File: config.mk
export PLATFORM = sky130hd
export DESIGN_NAME = byte_datapath
export DESIGN_NICKNAME = d
export VERILOG_FILES = /design/src/inc/byte_dp_pkg.sv /design/src/logic/byte_alu.sv /design/src/logic/byte_datapath.sv
export SDC_FILE = /design/constraint.sdc
export NUM_CORES = 1
export LEC_CHECK = 0
export ABC_AREA = 1
export BUFFER_PORTS_ARGS = -buffer_cell sky130_fd_sc_hd__buf_4
export CORE_MARGIN = 1.5
export CORE_UTILIZATION = 55
export CTS_CLUSTER_SIZE = 12
export DETAILED_ROUTE_END_ITERATION = 7
export HOLD_SLACK_MARGIN = 0.05
export PLACE_DENSITY = 0.87
export SETUP_SLACK_MARGIN = 0.05
export SLEW_MARGIN = 5
export SYNTH_ARGS = -nofsm -noshare
export SYNTH_HDL_FRONTEND = slang
export SYNTH_SLANG_ARGS = --single-unit
File: constraint.sdc
create_clock -name clk_i -period 3.2 [get_ports clk_i]
set_clock_uncertainty 0.1 [all_clocks]
set_input_delay 0.32 -clock clk_i [delete_from_list [all_inputs] [get_ports clk_i]]
set_output_delay 0.32 -clock clk_i [all_outputs]
set_load 0.01 [all_outputs]
File: src/inc/byte_dp_pkg.sv
package byte_dp_pkg;

	// Widths
	localparam int WORD_W  = 24;
	localparam int ADDR_W  = 18;
	localparam int BUS_W   = 32;
	localparam int J_OFS_W = 16;

	// Register byte addresses
	localparam logic [7:0] ADR_ACC    = 8'h00;
	localparam logic [7:0] ADR_REG_I  = 8'h04;
	localparam logic [7:0] ADR_REG_J  = 8'h08;
	localparam logic [7:0] ADR_REG_K  = 8'h0C;
	localparam logic [7:0] ADR_REG_E  = 8'h10;
	localparam logic [7:0] ADR_REG_T  = 8'h14;
	localparam logic [7:0] ADR_EMA    = 8'h18;
	localparam logic [7:0] ADR_CMD    = 8'h1C;
	localparam logic [7:0] ADR_STATUS = 8'h20;

	// Command word fields
	localparam int CMD_OP_LSB   = 0;
	localparam int CMD_OPND_LSB = 8;
	localparam int CMD_XSEL_LSB = 16;

	// Status word fields
	localparam int ST_CC_LSB   = 0;
	localparam int ST_OVF_BIT  = 3;
	localparam int ST_BUSY_BIT = 4;
	localparam int ST_NOP_BIT  = 5;

	// Condition register bits
	localparam int CC_POS  = 0;
	localparam int CC_ZERO = 1;
	localparam int CC_NEG  = 2;

	// Byte selector in index bits 22-23
	localparam int         SEL_LSB  = 22;
	localparam logic [1:0] SEL_NONE = 2'h0;
	localparam logic [1:0] SEL_HI   = 2'h1;
	localparam logic [1:0] SEL_MID  = 2'h2;
	localparam logic [1:0] SEL_LO   = 2'h3;
	localparam int         HI_LSB   = 16;
	localparam int         MID_LSB  = 8;

	// Final-address index register select
	localparam logic [1:0] XSEL_NONE = 2'h0;
	localparam logic [1:0] XSEL_I    = 2'h1;
	localparam logic [1:0] XSEL_J    = 2'h2;
	localparam logic [1:0] XSEL_K    = 2'h3;

	// Register selectors of the register-to-byte copy
	localparam logic [7:0] RSEL_I = 8'h01;
	localparam logic [7:0] RSEL_J = 8'h02;
	localparam logic [7:0] RSEL_K = 8'h04;
	localparam logic [7:0] RSEL_E = 8'h08;
	localparam logic [7:0] RSEL_T = 8'h20;

	localparam logic [7:0] BYTE_MIN = 8'h80;

	typedef enum logic [4:0] {
		op_none                      = 5'h00,
		sign_extend_low_byte         = 5'h01,
		zero_extend_low_byte         = 5'h02,
		logical_compare_operand_byte = 5'h03,
		negate_low_byte              = 5'h04,
		or_operand_into_byte         = 5'h05,
		absolute_low_byte            = 5'h06,
		query_byte_bits              = 5'h07,
		subtract_operand_from_low_byte = 5'h08,
		xor_operand_into_byte        = 5'h09,
		load_operand_to_low_byte     = 5'h0A,
		copy_register_to_low_byte    = 5'h0B,
		load_memory_to_low_byte      = 5'h0C,
		extract_memory_byte          = 5'h0D,
		replace_memory_byte          = 5'h0E,
		store_low_byte_to_memory     = 5'h0F
	} op_t;

	typedef enum logic [1:0] {
		st_idle  = 2'h0,
		st_exec  = 2'h1,
		st_read  = 2'h2,
		st_write = 2'h3
	} state_t;

endpackage : byte_dp_pkg

File: src/logic/byte_alu.sv
`timescale 1ns/1ps

module byte_alu
	import byte_dp_pkg::*;
(
	input  wire op_t          op_i,
	input  wire logic [23:0]  acc_i,
	input  wire logic [7:0]   opnd_i,
	input  wire logic [7:0]   src_i,
	output logic      [23:0]  acc_o,
	output logic              cc_en_o,
	output logic      [2:0]   cc_o,
	output logic              ovf_o
);

	// Byte operation on the accumulator low byte
	always_comb
	begin
		logic [7:0] b;
		logic [7:0] r;
		logic       wr;
		b       = acc_i[7:0];
		r       = b;
		wr      = 1'b0;
		acc_o   = acc_i;
		cc_en_o = 1'b0;
		ovf_o   = 1'b0;
		case (op_i)
			sign_extend_low_byte:
			begin
				acc_o   = {{16{b[7]}}, b};
				cc_en_o = 1'b1;
			end
			zero_extend_low_byte: acc_o = {16'h0000, b};
			negate_low_byte:
			begin
				r       = 8'(~b + 8'h01);
				ovf_o   = (b == BYTE_MIN);
				wr      = 1'b1;
				cc_en_o = 1'b1;
			end
			or_operand_into_byte:
			begin
				r       = b | opnd_i;
				wr      = 1'b1;
				cc_en_o = 1'b1;
			end
			absolute_low_byte:
			begin
				r       = b[7] ? 8'(~b + 8'h01) : b;
				ovf_o   = (b == BYTE_MIN);
				wr      = 1'b1;
				cc_en_o = 1'b1;
			end
			query_byte_bits:
			begin
				r       = b & opnd_i;
				cc_en_o = 1'b1;
			end
			subtract_operand_from_low_byte:
			begin
				r       = 8'(b - opnd_i);
				ovf_o   = (b[7] != opnd_i[7]) && (r[7] != b[7]);
				wr      = 1'b1;
				cc_en_o = 1'b1;
			end
			xor_operand_into_byte:
			begin
				r       = b ^ opnd_i;
				wr      = 1'b1;
				cc_en_o = 1'b1;
			end
			load_operand_to_low_byte:
			begin
				r  = opnd_i;
				wr = 1'b1;
			end
			copy_register_to_low_byte:
			begin
				r  = src_i;
				wr = 1'b1;
			end
			load_memory_to_low_byte, extract_memory_byte:
			begin
				r       = src_i;
				wr      = 1'b1;
				cc_en_o = 1'b1;
			end
			default: r = b;
		endcase
		if (wr)
			acc_o = {acc_i[23:8], r};
		// Negative from bit 7, zero from all eight bits
		cc_o          = 3'h0;
		cc_o[CC_NEG]  = r[7];
		cc_o[CC_ZERO] = (r == 8'h00);
		cc_o[CC_POS]  = !r[7] && (r != 8'h00);
		if (op_i == logical_compare_operand_byte)
		begin
			// Unsigned compare, accumulator untouched
			cc_en_o       = 1'b1;
			cc_o[CC_NEG]  = b < opnd_i;
			cc_o[CC_ZERO] = b == opnd_i;
			cc_o[CC_POS]  = b > opnd_i;
		end
	end

endmodule : byte_alu

File: src/logic/byte_datapath.sv
`timescale 1ns/1ps

module byte_datapath
	import byte_dp_pkg::*;
(
	input  wire  logic               clk_i,
	input  wire  logic               rst_i,
	input  wire  logic               wb_cyc_i,
	input  wire  logic               wb_stb_i,
	input  wire  logic               wb_we_i,
	input  wire  logic [7:0]         wb_adr_i,
	input  wire  logic [3:0]         wb_sel_i,
	input  wire  logic [BUS_W-1:0]   wb_dat_i,
	output logic       [BUS_W-1:0]   wb_dat_o,
	output logic                     wb_ack_o,
	output logic       [ADDR_W-1:0]  mem_adr_o,
	output logic                     mem_stb_o,
	output logic                     mem_we_o,
	output logic       [WORD_W-1:0]  mem_dat_o,
	input  wire  logic [WORD_W-1:0]  mem_dat_i,
	input  wire  logic               mem_ack_i
);

	typedef struct packed {
		state_t              st;
		op_t                 op;
		logic [7:0]          opnd;
		logic [1:0]          xsel;
		logic [WORD_W-1:0]   acc;
		logic [WORD_W-1:0]   ri;
		logic [WORD_W-1:0]   rj;
		logic [WORD_W-1:0]   rk;
		logic [WORD_W-1:0]   re;
		logic [WORD_W-1:0]   rt;
		logic [ADDR_W-1:0]   effective_memory_address;
		logic [2:0]          cc;
		logic                ovf;
		logic                nop;
		logic                ack;
		logic [BUS_W-1:0]    rdat;
		logic [ADDR_W-1:0]   madr;
		logic                mstb;
		logic                mwe;
		logic [WORD_W-1:0]   mdat;
	} dp_state_t;

	dp_state_t s_q;
	dp_state_t s_d;

	logic [WORD_W-1:0] alu_acc;
	logic              alu_cc_en;
	logic [2:0]        alu_cc;
	logic              alu_ovf;
	logic [7:0]        alu_src;
	logic [WORD_W-1:0] xreg;
	logic [WORD_W-1:0] ext_base;
	logic [WORD_W-1:0] rep_base;
	logic [ADDR_W-1:0] ext_adr;
	logic [ADDR_W-1:0] rep_adr;
	logic [7:0]        ext_byte;
	logic [WORD_W-1:0] rep_word;
	logic              req;
	logic              busy;

	////////////////////////////////////////////////////////////////////////////
	// Address forming and byte selection

	// Index register named by the final-address indexing
	always_comb
	begin
		case (s_q.xsel)
			XSEL_I:  xreg = s_q.ri;
			XSEL_J:  xreg = s_q.rj;
			XSEL_K:  xreg = s_q.rk;
			default: xreg = '0;
		endcase
	end

	// Implied index, ORed with the named one
	assign ext_base = s_q.rj | xreg;
	assign rep_base = s_q.ri | xreg;
	assign ext_adr  = ADDR_W'(s_q.effective_memory_address + ADDR_W'(ext_base[J_OFS_W-1:0]));
	assign rep_adr  = ADDR_W'(s_q.effective_memory_address + rep_base[ADDR_W-1:0]);

	// Byte pulled out of the fetched word
	always_comb
	begin
		case (s_q.rj[SEL_LSB +: 2])
			SEL_HI:  ext_byte = mem_dat_i[HI_LSB +: 8];
			SEL_MID: ext_byte = mem_dat_i[MID_LSB +: 8];
			default: ext_byte = mem_dat_i[7:0];
		endcase
	end

	// Word with the low byte merged into the chosen lane
	always_comb
	begin
		rep_word = mem_dat_i;
		if (s_q.op == store_low_byte_to_memory)
			rep_word[7:0] = s_q.acc[7:0];
		else
		begin
			case (s_q.ri[SEL_LSB +: 2])
				SEL_HI:  rep_word[HI_LSB +: 8]  = s_q.acc[7:0];
				SEL_MID: rep_word[MID_LSB +: 8] = s_q.acc[7:0];
				SEL_LO:  rep_word[7:0]          = s_q.acc[7:0];
				default: rep_word = mem_dat_i;
			endcase
		end
	end

	// Source byte for copies and memory loads
	always_comb
	begin
		alu_src = 8'h00;
		if (s_q.st == st_read)
			alu_src = (s_q.op == extract_memory_byte) ? ext_byte : mem_dat_i[7:0];
		else if (s_q.opnd == RSEL_I)
			alu_src = s_q.ri[7:0];
		else if (s_q.opnd == RSEL_J)
			alu_src = s_q.rj[7:0];
		else if (s_q.opnd == RSEL_K)
			alu_src = s_q.rk[7:0];
		else if (s_q.opnd == RSEL_E)
			alu_src = s_q.re[7:0];
		else if (s_q.opnd == RSEL_T)
			alu_src = s_q.rt[7:0];
	end

	byte_alu u_alu (
		.op_i    (s_q.op),
		.acc_i   (s_q.acc),
		.opnd_i  (s_q.opnd),
		.src_i   (alu_src),
		.acc_o   (alu_acc),
		.cc_en_o (alu_cc_en),
		.cc_o    (alu_cc),
		.ovf_o   (alu_ovf)
	);

	////////////////////////////////////////////////////////////////////////////
	// Register bus and sequencing

	// Byte-lane merge of a bus write
	function automatic logic [BUS_W-1:0] lane_merge(input logic [BUS_W-1:0] old,
	                                                input logic [BUS_W-1:0] dat,
	                                                input logic [3:0]       sel);
		logic [BUS_W-1:0] m;
		m = {{8{sel[3]}}, {8{sel[2]}}, {8{sel[1]}}, {8{sel[0]}}};
		return (old & ~m) | (dat & m);
	endfunction : lane_merge

	assign req  = wb_cyc_i && wb_stb_i && !s_q.ack;
	assign busy = (s_q.st != st_idle);

	// Next state
	always_comb
	begin
		logic [7:0]       a;
		logic [BUS_W-1:0] st_word;
		s_d     = s_q;
		a       = {wb_adr_i[7:2], 2'b00};
		st_word = '0;
		st_word[ST_CC_LSB +: 3] = s_q.cc;
		st_word[ST_OVF_BIT]     = s_q.ovf;
		st_word[ST_BUSY_BIT]    = busy;
		st_word[ST_NOP_BIT]     = s_q.nop;
		s_d.ack = req;
		// Reads, unmapped answers zero
		if (req && !wb_we_i)
		begin
			if (a == ADR_ACC)
				s_d.rdat = BUS_W'(s_q.acc);
			else if (a == ADR_REG_I)
				s_d.rdat = BUS_W'(s_q.ri);
			else if (a == ADR_REG_J)
				s_d.rdat = BUS_W'(s_q.rj);
			else if (a == ADR_REG_K)
				s_d.rdat = BUS_W'(s_q.rk);
			else if (a == ADR_REG_E)
				s_d.rdat = BUS_W'(s_q.re);
			else if (a == ADR_REG_T)
				s_d.rdat = BUS_W'(s_q.rt);
			else if (a == ADR_EMA)
				s_d.rdat = BUS_W'(s_q.effective_memory_address);
			else if (a == ADR_CMD)
				s_d.rdat = BUS_W'({s_q.xsel, s_q.opnd, 3'h0, s_q.op});
			else if (a == ADR_STATUS)
				s_d.rdat = st_word;
			else
				s_d.rdat = '0;
		end
		// Writes, data registers locked while busy
		if (req && wb_we_i)
		begin
			if (a == ADR_STATUS && wb_sel_i[0] && wb_dat_i[ST_OVF_BIT])
				s_d.ovf = 1'b0;
			else if (!busy)
			begin
				if (a == ADR_ACC)
					s_d.acc = WORD_W'(lane_merge(BUS_W'(s_q.acc), wb_dat_i, wb_sel_i));
				else if (a == ADR_REG_I)
					s_d.ri = WORD_W'(lane_merge(BUS_W'(s_q.ri), wb_dat_i, wb_sel_i));
				else if (a == ADR_REG_J)
					s_d.rj = WORD_W'(lane_merge(BUS_W'(s_q.rj), wb_dat_i, wb_sel_i));
				else if (a == ADR_REG_K)
					s_d.rk = WORD_W'(lane_merge(BUS_W'(s_q.rk), wb_dat_i, wb_sel_i));
				else if (a == ADR_REG_E)
					s_d.re = WORD_W'(lane_merge(BUS_W'(s_q.re), wb_dat_i, wb_sel_i));
				else if (a == ADR_REG_T)
					s_d.rt = WORD_W'(lane_merge(BUS_W'(s_q.rt), wb_dat_i, wb_sel_i));
				else if (a == ADR_EMA)
					s_d.effective_memory_address = ADDR_W'(lane_merge(BUS_W'(s_q.effective_memory_address), wb_dat_i, wb_sel_i));
				else if (a == ADR_CMD)
				begin
					// Command start, byte enables ignored
					s_d.op   = op_t'(wb_dat_i[CMD_OP_LSB +: 5]);
					s_d.opnd = wb_dat_i[CMD_OPND_LSB +: 8];
					s_d.xsel = wb_dat_i[CMD_XSEL_LSB +: 2];
					s_d.nop  = 1'b0;
					s_d.st   = st_exec;
				end
			end
		end
		// Operation sequencer
		case (s_q.st)
			st_exec:
			begin
				s_d.st = st_idle;
				if (s_q.op == extract_memory_byte)
				begin
					s_d.madr = ext_adr;
					s_d.mstb = 1'b1;
					s_d.mwe  = 1'b0;
					s_d.st   = st_read;
				end
				else if (s_q.op == replace_memory_byte)
				begin
					if (s_q.ri[SEL_LSB +: 2] == SEL_NONE)
						s_d.nop = 1'b1;
					else
					begin
						s_d.madr = rep_adr;
						s_d.mstb = 1'b1;
						s_d.mwe  = 1'b0;
						s_d.st   = st_read;
					end
				end
				else if (s_q.op == store_low_byte_to_memory || s_q.op == load_memory_to_low_byte)
				begin
					s_d.madr = s_q.effective_memory_address;
					s_d.mstb = 1'b1;
					s_d.mwe  = 1'b0;
					s_d.st   = st_read;
				end
				else
				begin
					s_d.acc = alu_acc;
					if (alu_cc_en)
						s_d.cc = alu_cc;
					if (alu_ovf)
						s_d.ovf = 1'b1;
				end
			end
			st_read:
			begin
				if (mem_ack_i)
				begin
					s_d.mstb = 1'b0;
					if (s_q.op == replace_memory_byte || s_q.op == store_low_byte_to_memory)
					begin
						s_d.mdat = rep_word;
						s_d.st   = st_write;
					end
					else
					begin
						s_d.acc = alu_acc;
						s_d.cc  = alu_cc;
						s_d.st  = st_idle;
					end
				end
			end
			st_write:
			begin
				if (!s_q.mstb)
				begin
					s_d.mstb = 1'b1;
					s_d.mwe  = 1'b1;
				end
				else if (mem_ack_i)
				begin
					s_d.mstb = 1'b0;
					s_d.mwe  = 1'b0;
					s_d.st   = st_idle;
				end
			end
			default: ;
		endcase
	end

	// State register
	always_ff @(posedge clk_i)
	begin
		if (rst_i)
		begin
			s_q    <= '0;
			s_q.st <= st_idle;
			s_q.op <= op_none;
		end
		else
			s_q <= s_d;
	end

	assign wb_dat_o  = s_q.rdat;
	assign wb_ack_o  = s_q.ack;
	assign mem_adr_o = s_q.madr;
	assign mem_stb_o = s_q.mstb;
	assign mem_we_o  = s_q.mwe;
	assign mem_dat_o = s_q.mdat;
endmodule : byte_datapath

==> flow_summary.yaml <==
run_status:
  status: "completed"
die:
  die_area_sq_um: 30200
  dieHeight_microns: 174
  num_io_pins: 151
  core_area_sq_um: 28700
  initial_core_util: 0.558
  die_w_microns: 174
  rows: 62
synth:
  post-synth-top-count-cell: "nand2_1"
  synthCells: 2349
  synth-edff-count: 0
  ys_warn_count: 0
  ys_types: 55
  yosysTopAreaCell: "dfxtp_1"
  ys_top_cells_by_area: "dfxtp_1 32%, a21oi_1 10%, nand2_1 9.3%, o21ai_0 8.6%, inv_1 6.0%"
  async_flop_share: 0
  netlist_top_cells_count: "398 x nand2_1, 328 x a21oi_1, 275 x o21ai_0"
  yosys.area.top_type_share: 0.316
  synth-seq-area-share: 0.316
  synth.avg_cell_area_sq_um: 6.82
  syn_area_sq_um: 16000
  yosys_register_bits: 253
  synth_ff_type: "dfxtp_1"
drt:
  drt-initial-drc-count: 2625
  vias: 17800
  routedWlPerCell_microns: 21.3
  drc_errors: 0
  wl_microns: 62200
  via_per_inst: 6.11
  dr.pass1.iters: 8
  detail-route-antenna-nets: 0
setup_path:
  arrival_ps: 3320
  max_stage_delay_ps: 360
  startpoint: "s_q[245]"
  worstPathCellList: "inv_2 > nor2_2 > buf_4 > a221oi_2 > nand2_1 > ha_1 > a21oi_1 > o21ai_1 > a21oi_1 > nand3_1 > or2_2 > nand3_1 > o21ai_0 > nand2_1 > nand2_1 > o21ai_1 > inv_1"
  rr_worst_depth: 17
  slowest_stage: "dfxtp_2"
  startpoint_type: "flip-flop"
  crit_top_cell: "nand2_1"
  r2r-start: "s_q[245]"
  crit_path_end_kind: "flip-flop"
  worstSetupPathType: "flip-flop to flip-flop"
  critPathMaxFanout: 8
  required_ps: 3560
timing:
  setup_viol: 0
  maxSlewViolCount: 0
  postLayoutSetupSlackWorst_ps: 240
  worst_slew_pin_slew_ps: 851
  slew_headroom: 0.431
  fmaxAchievable_mhz: 338
  period_needed_ps: 2960
  rsz0062_at_grt: "true"
  min_period_over_period: 0.925
  setup_tns_ps: 0
  final_hold_viol_count: 0
place:
  post-place-cells: 2812
  dpl_worst_slack_ps: 5.34
  port_buffers: 131
  routabilityCongestion: 1.00
  hpwl_microns: 45500
layout:
  drive_gt1_frac: 0.153
  syn_to_final_growth_pct: 18.7
  diodes: 0
  fin_nets: 2653
  stdcell_count: 2914
  post-route-util: 0.662
clocking:
  clock_sinks: 253
  clk_pin_slew_worst_paths_ps: 60
  cts_buffers: 29
  cts_tree: "done"
  root_buffer: "clkbuf_16"
  ctsHtreeMaxLevel: 1
  clockBufferDepth: 3
  clock_latency_ps: 570
power:
  clkPwrFrac: 0.489
  pwr-share-seq: 0.456
  intPower_mw: 5.30
  p_leak_nw: 8.30
  power.density_nw_per_um2: 366
  vdd_drop_max_uv: 427
  power.switching_mw: 1.67
  pwr-share-comb: 0.056
  switching_share: 0.239
global_routing:
  overflow: 0
  grt_pass1_wl_microns: 94000
  grt.met1_usage: 0.516
  antenna_found_initial: 0
  grt_pass1_vias: 16600
  grtUsageTotal: 0.397
  grt.met2_usage: 0.616
  grt.met3_usage: 0.0704
  busiest_layer: "met2"
  grt_max_degree: 109
job:
  cap_viol_max_count: 0
min_path:
  hold_depth: 3
  min_from: "wb_dat_i[3]"
  hp-class: "input pin to flip-flop"
layer usage:
metal	routed length, microns	vias up
met5	0	-
met3	6810	244
met1	24600	8161
li1	-	8256
met2	26600	1156
met4	4090	0
final cells by class:
cell class	count	area [sq um]
clock buffers	43	848
clock inverters	8	108
fillers	2504	9690
inverters	275	1030
multi-input cells	1657	9100
flip-flops and latches	253	5070
well taps	384	480
repair buffers	294	2370
worst paths after layout:
path	to	slack (ps)
setup / recovery	mem_adr_o[17]	240
hold / removal	flip-flop	80
setup reg to reg	mem_adr_o[17]	240
hold reg to reg	flip-flop	360
power by group through the flow:
stage | Clock, mW | Sequential [mW] | Combinational (mW)
final | 3.41 | 3.17 | 0.388
after global routing | 3.52 | 3.17 | 0.407
after CTS | 3.40 | 3.17 | 0.371
after detailed placement | 0 | 3.24 | 0.322
after global placement | 0 | 3.24 | 0.318
after floorplan | 0 | 3.24 | 0.166
worst max-delay path: cells and delay by family (launching register included):
kind	cells	cell delay [ps]
adder cells (fa/ha/maj)	1	320
AND/OR/NAND/NOR	7	750
flip-flops	1	360
buffers and inverters	3	380
AO/OA/AOI/OAI	6	950
metrics by stage:
stage / total power [mW] / hold slack (ps) / area, sq um
5_1_grt: 7.10 / 111 / 19000
2_1_floorplan: 3.40 / 324 / 16000
6_report: 6.97 / 84.4 / 19000
3_3_place_gp: 3.56 / 334 / 17400
3_5_place_dp: 3.56 / 343 / 17400
4_1_cts: 6.94 / 63.6 / 18900
timing repair:
action / in CTS / in global routing
endpoints found under the setup margin: 2 / 11
pin swaps: 0 / 4
gates resized for setup: 4 / 39
setup buffers: 0 / 3
hold buffers: 48 / 0
hold endpoints to repair: 118 / 0
cell usage in the layout, fill, tap and decap left out, types with 17 or more instances in the layout:
cell,count
buf_4,242
inv_2,19
o211ai_1,54
nand2_1,397
a211oi_1,25
nor2_1,174
dlygate4sd3_1,48
clkbuf_16,29
nand4_1,17
inv_1,252
nand3_1,117
a21oi_1,323
a221oi_1,24
dfxtp_1,251
ha_1,63
o21ai_0,270
nor2_2,17
cells by family (layout without fill, tap and decap cells):
logic type,Yosys count,count (layout),synth area share
DFF,253,253,0.316
adders and majority gates,69,69,0.0553
AOI/OAI and AO/OA,792,792,0.281
and+or+nand+nor,769,769,0.211
xor gates and xnor gates,18,18,0.00984
buffers and inverters,446,620,0.125
muxes,1,1,0.000625
other,1,8,0.000234
(Power assumes the default switching activity.)
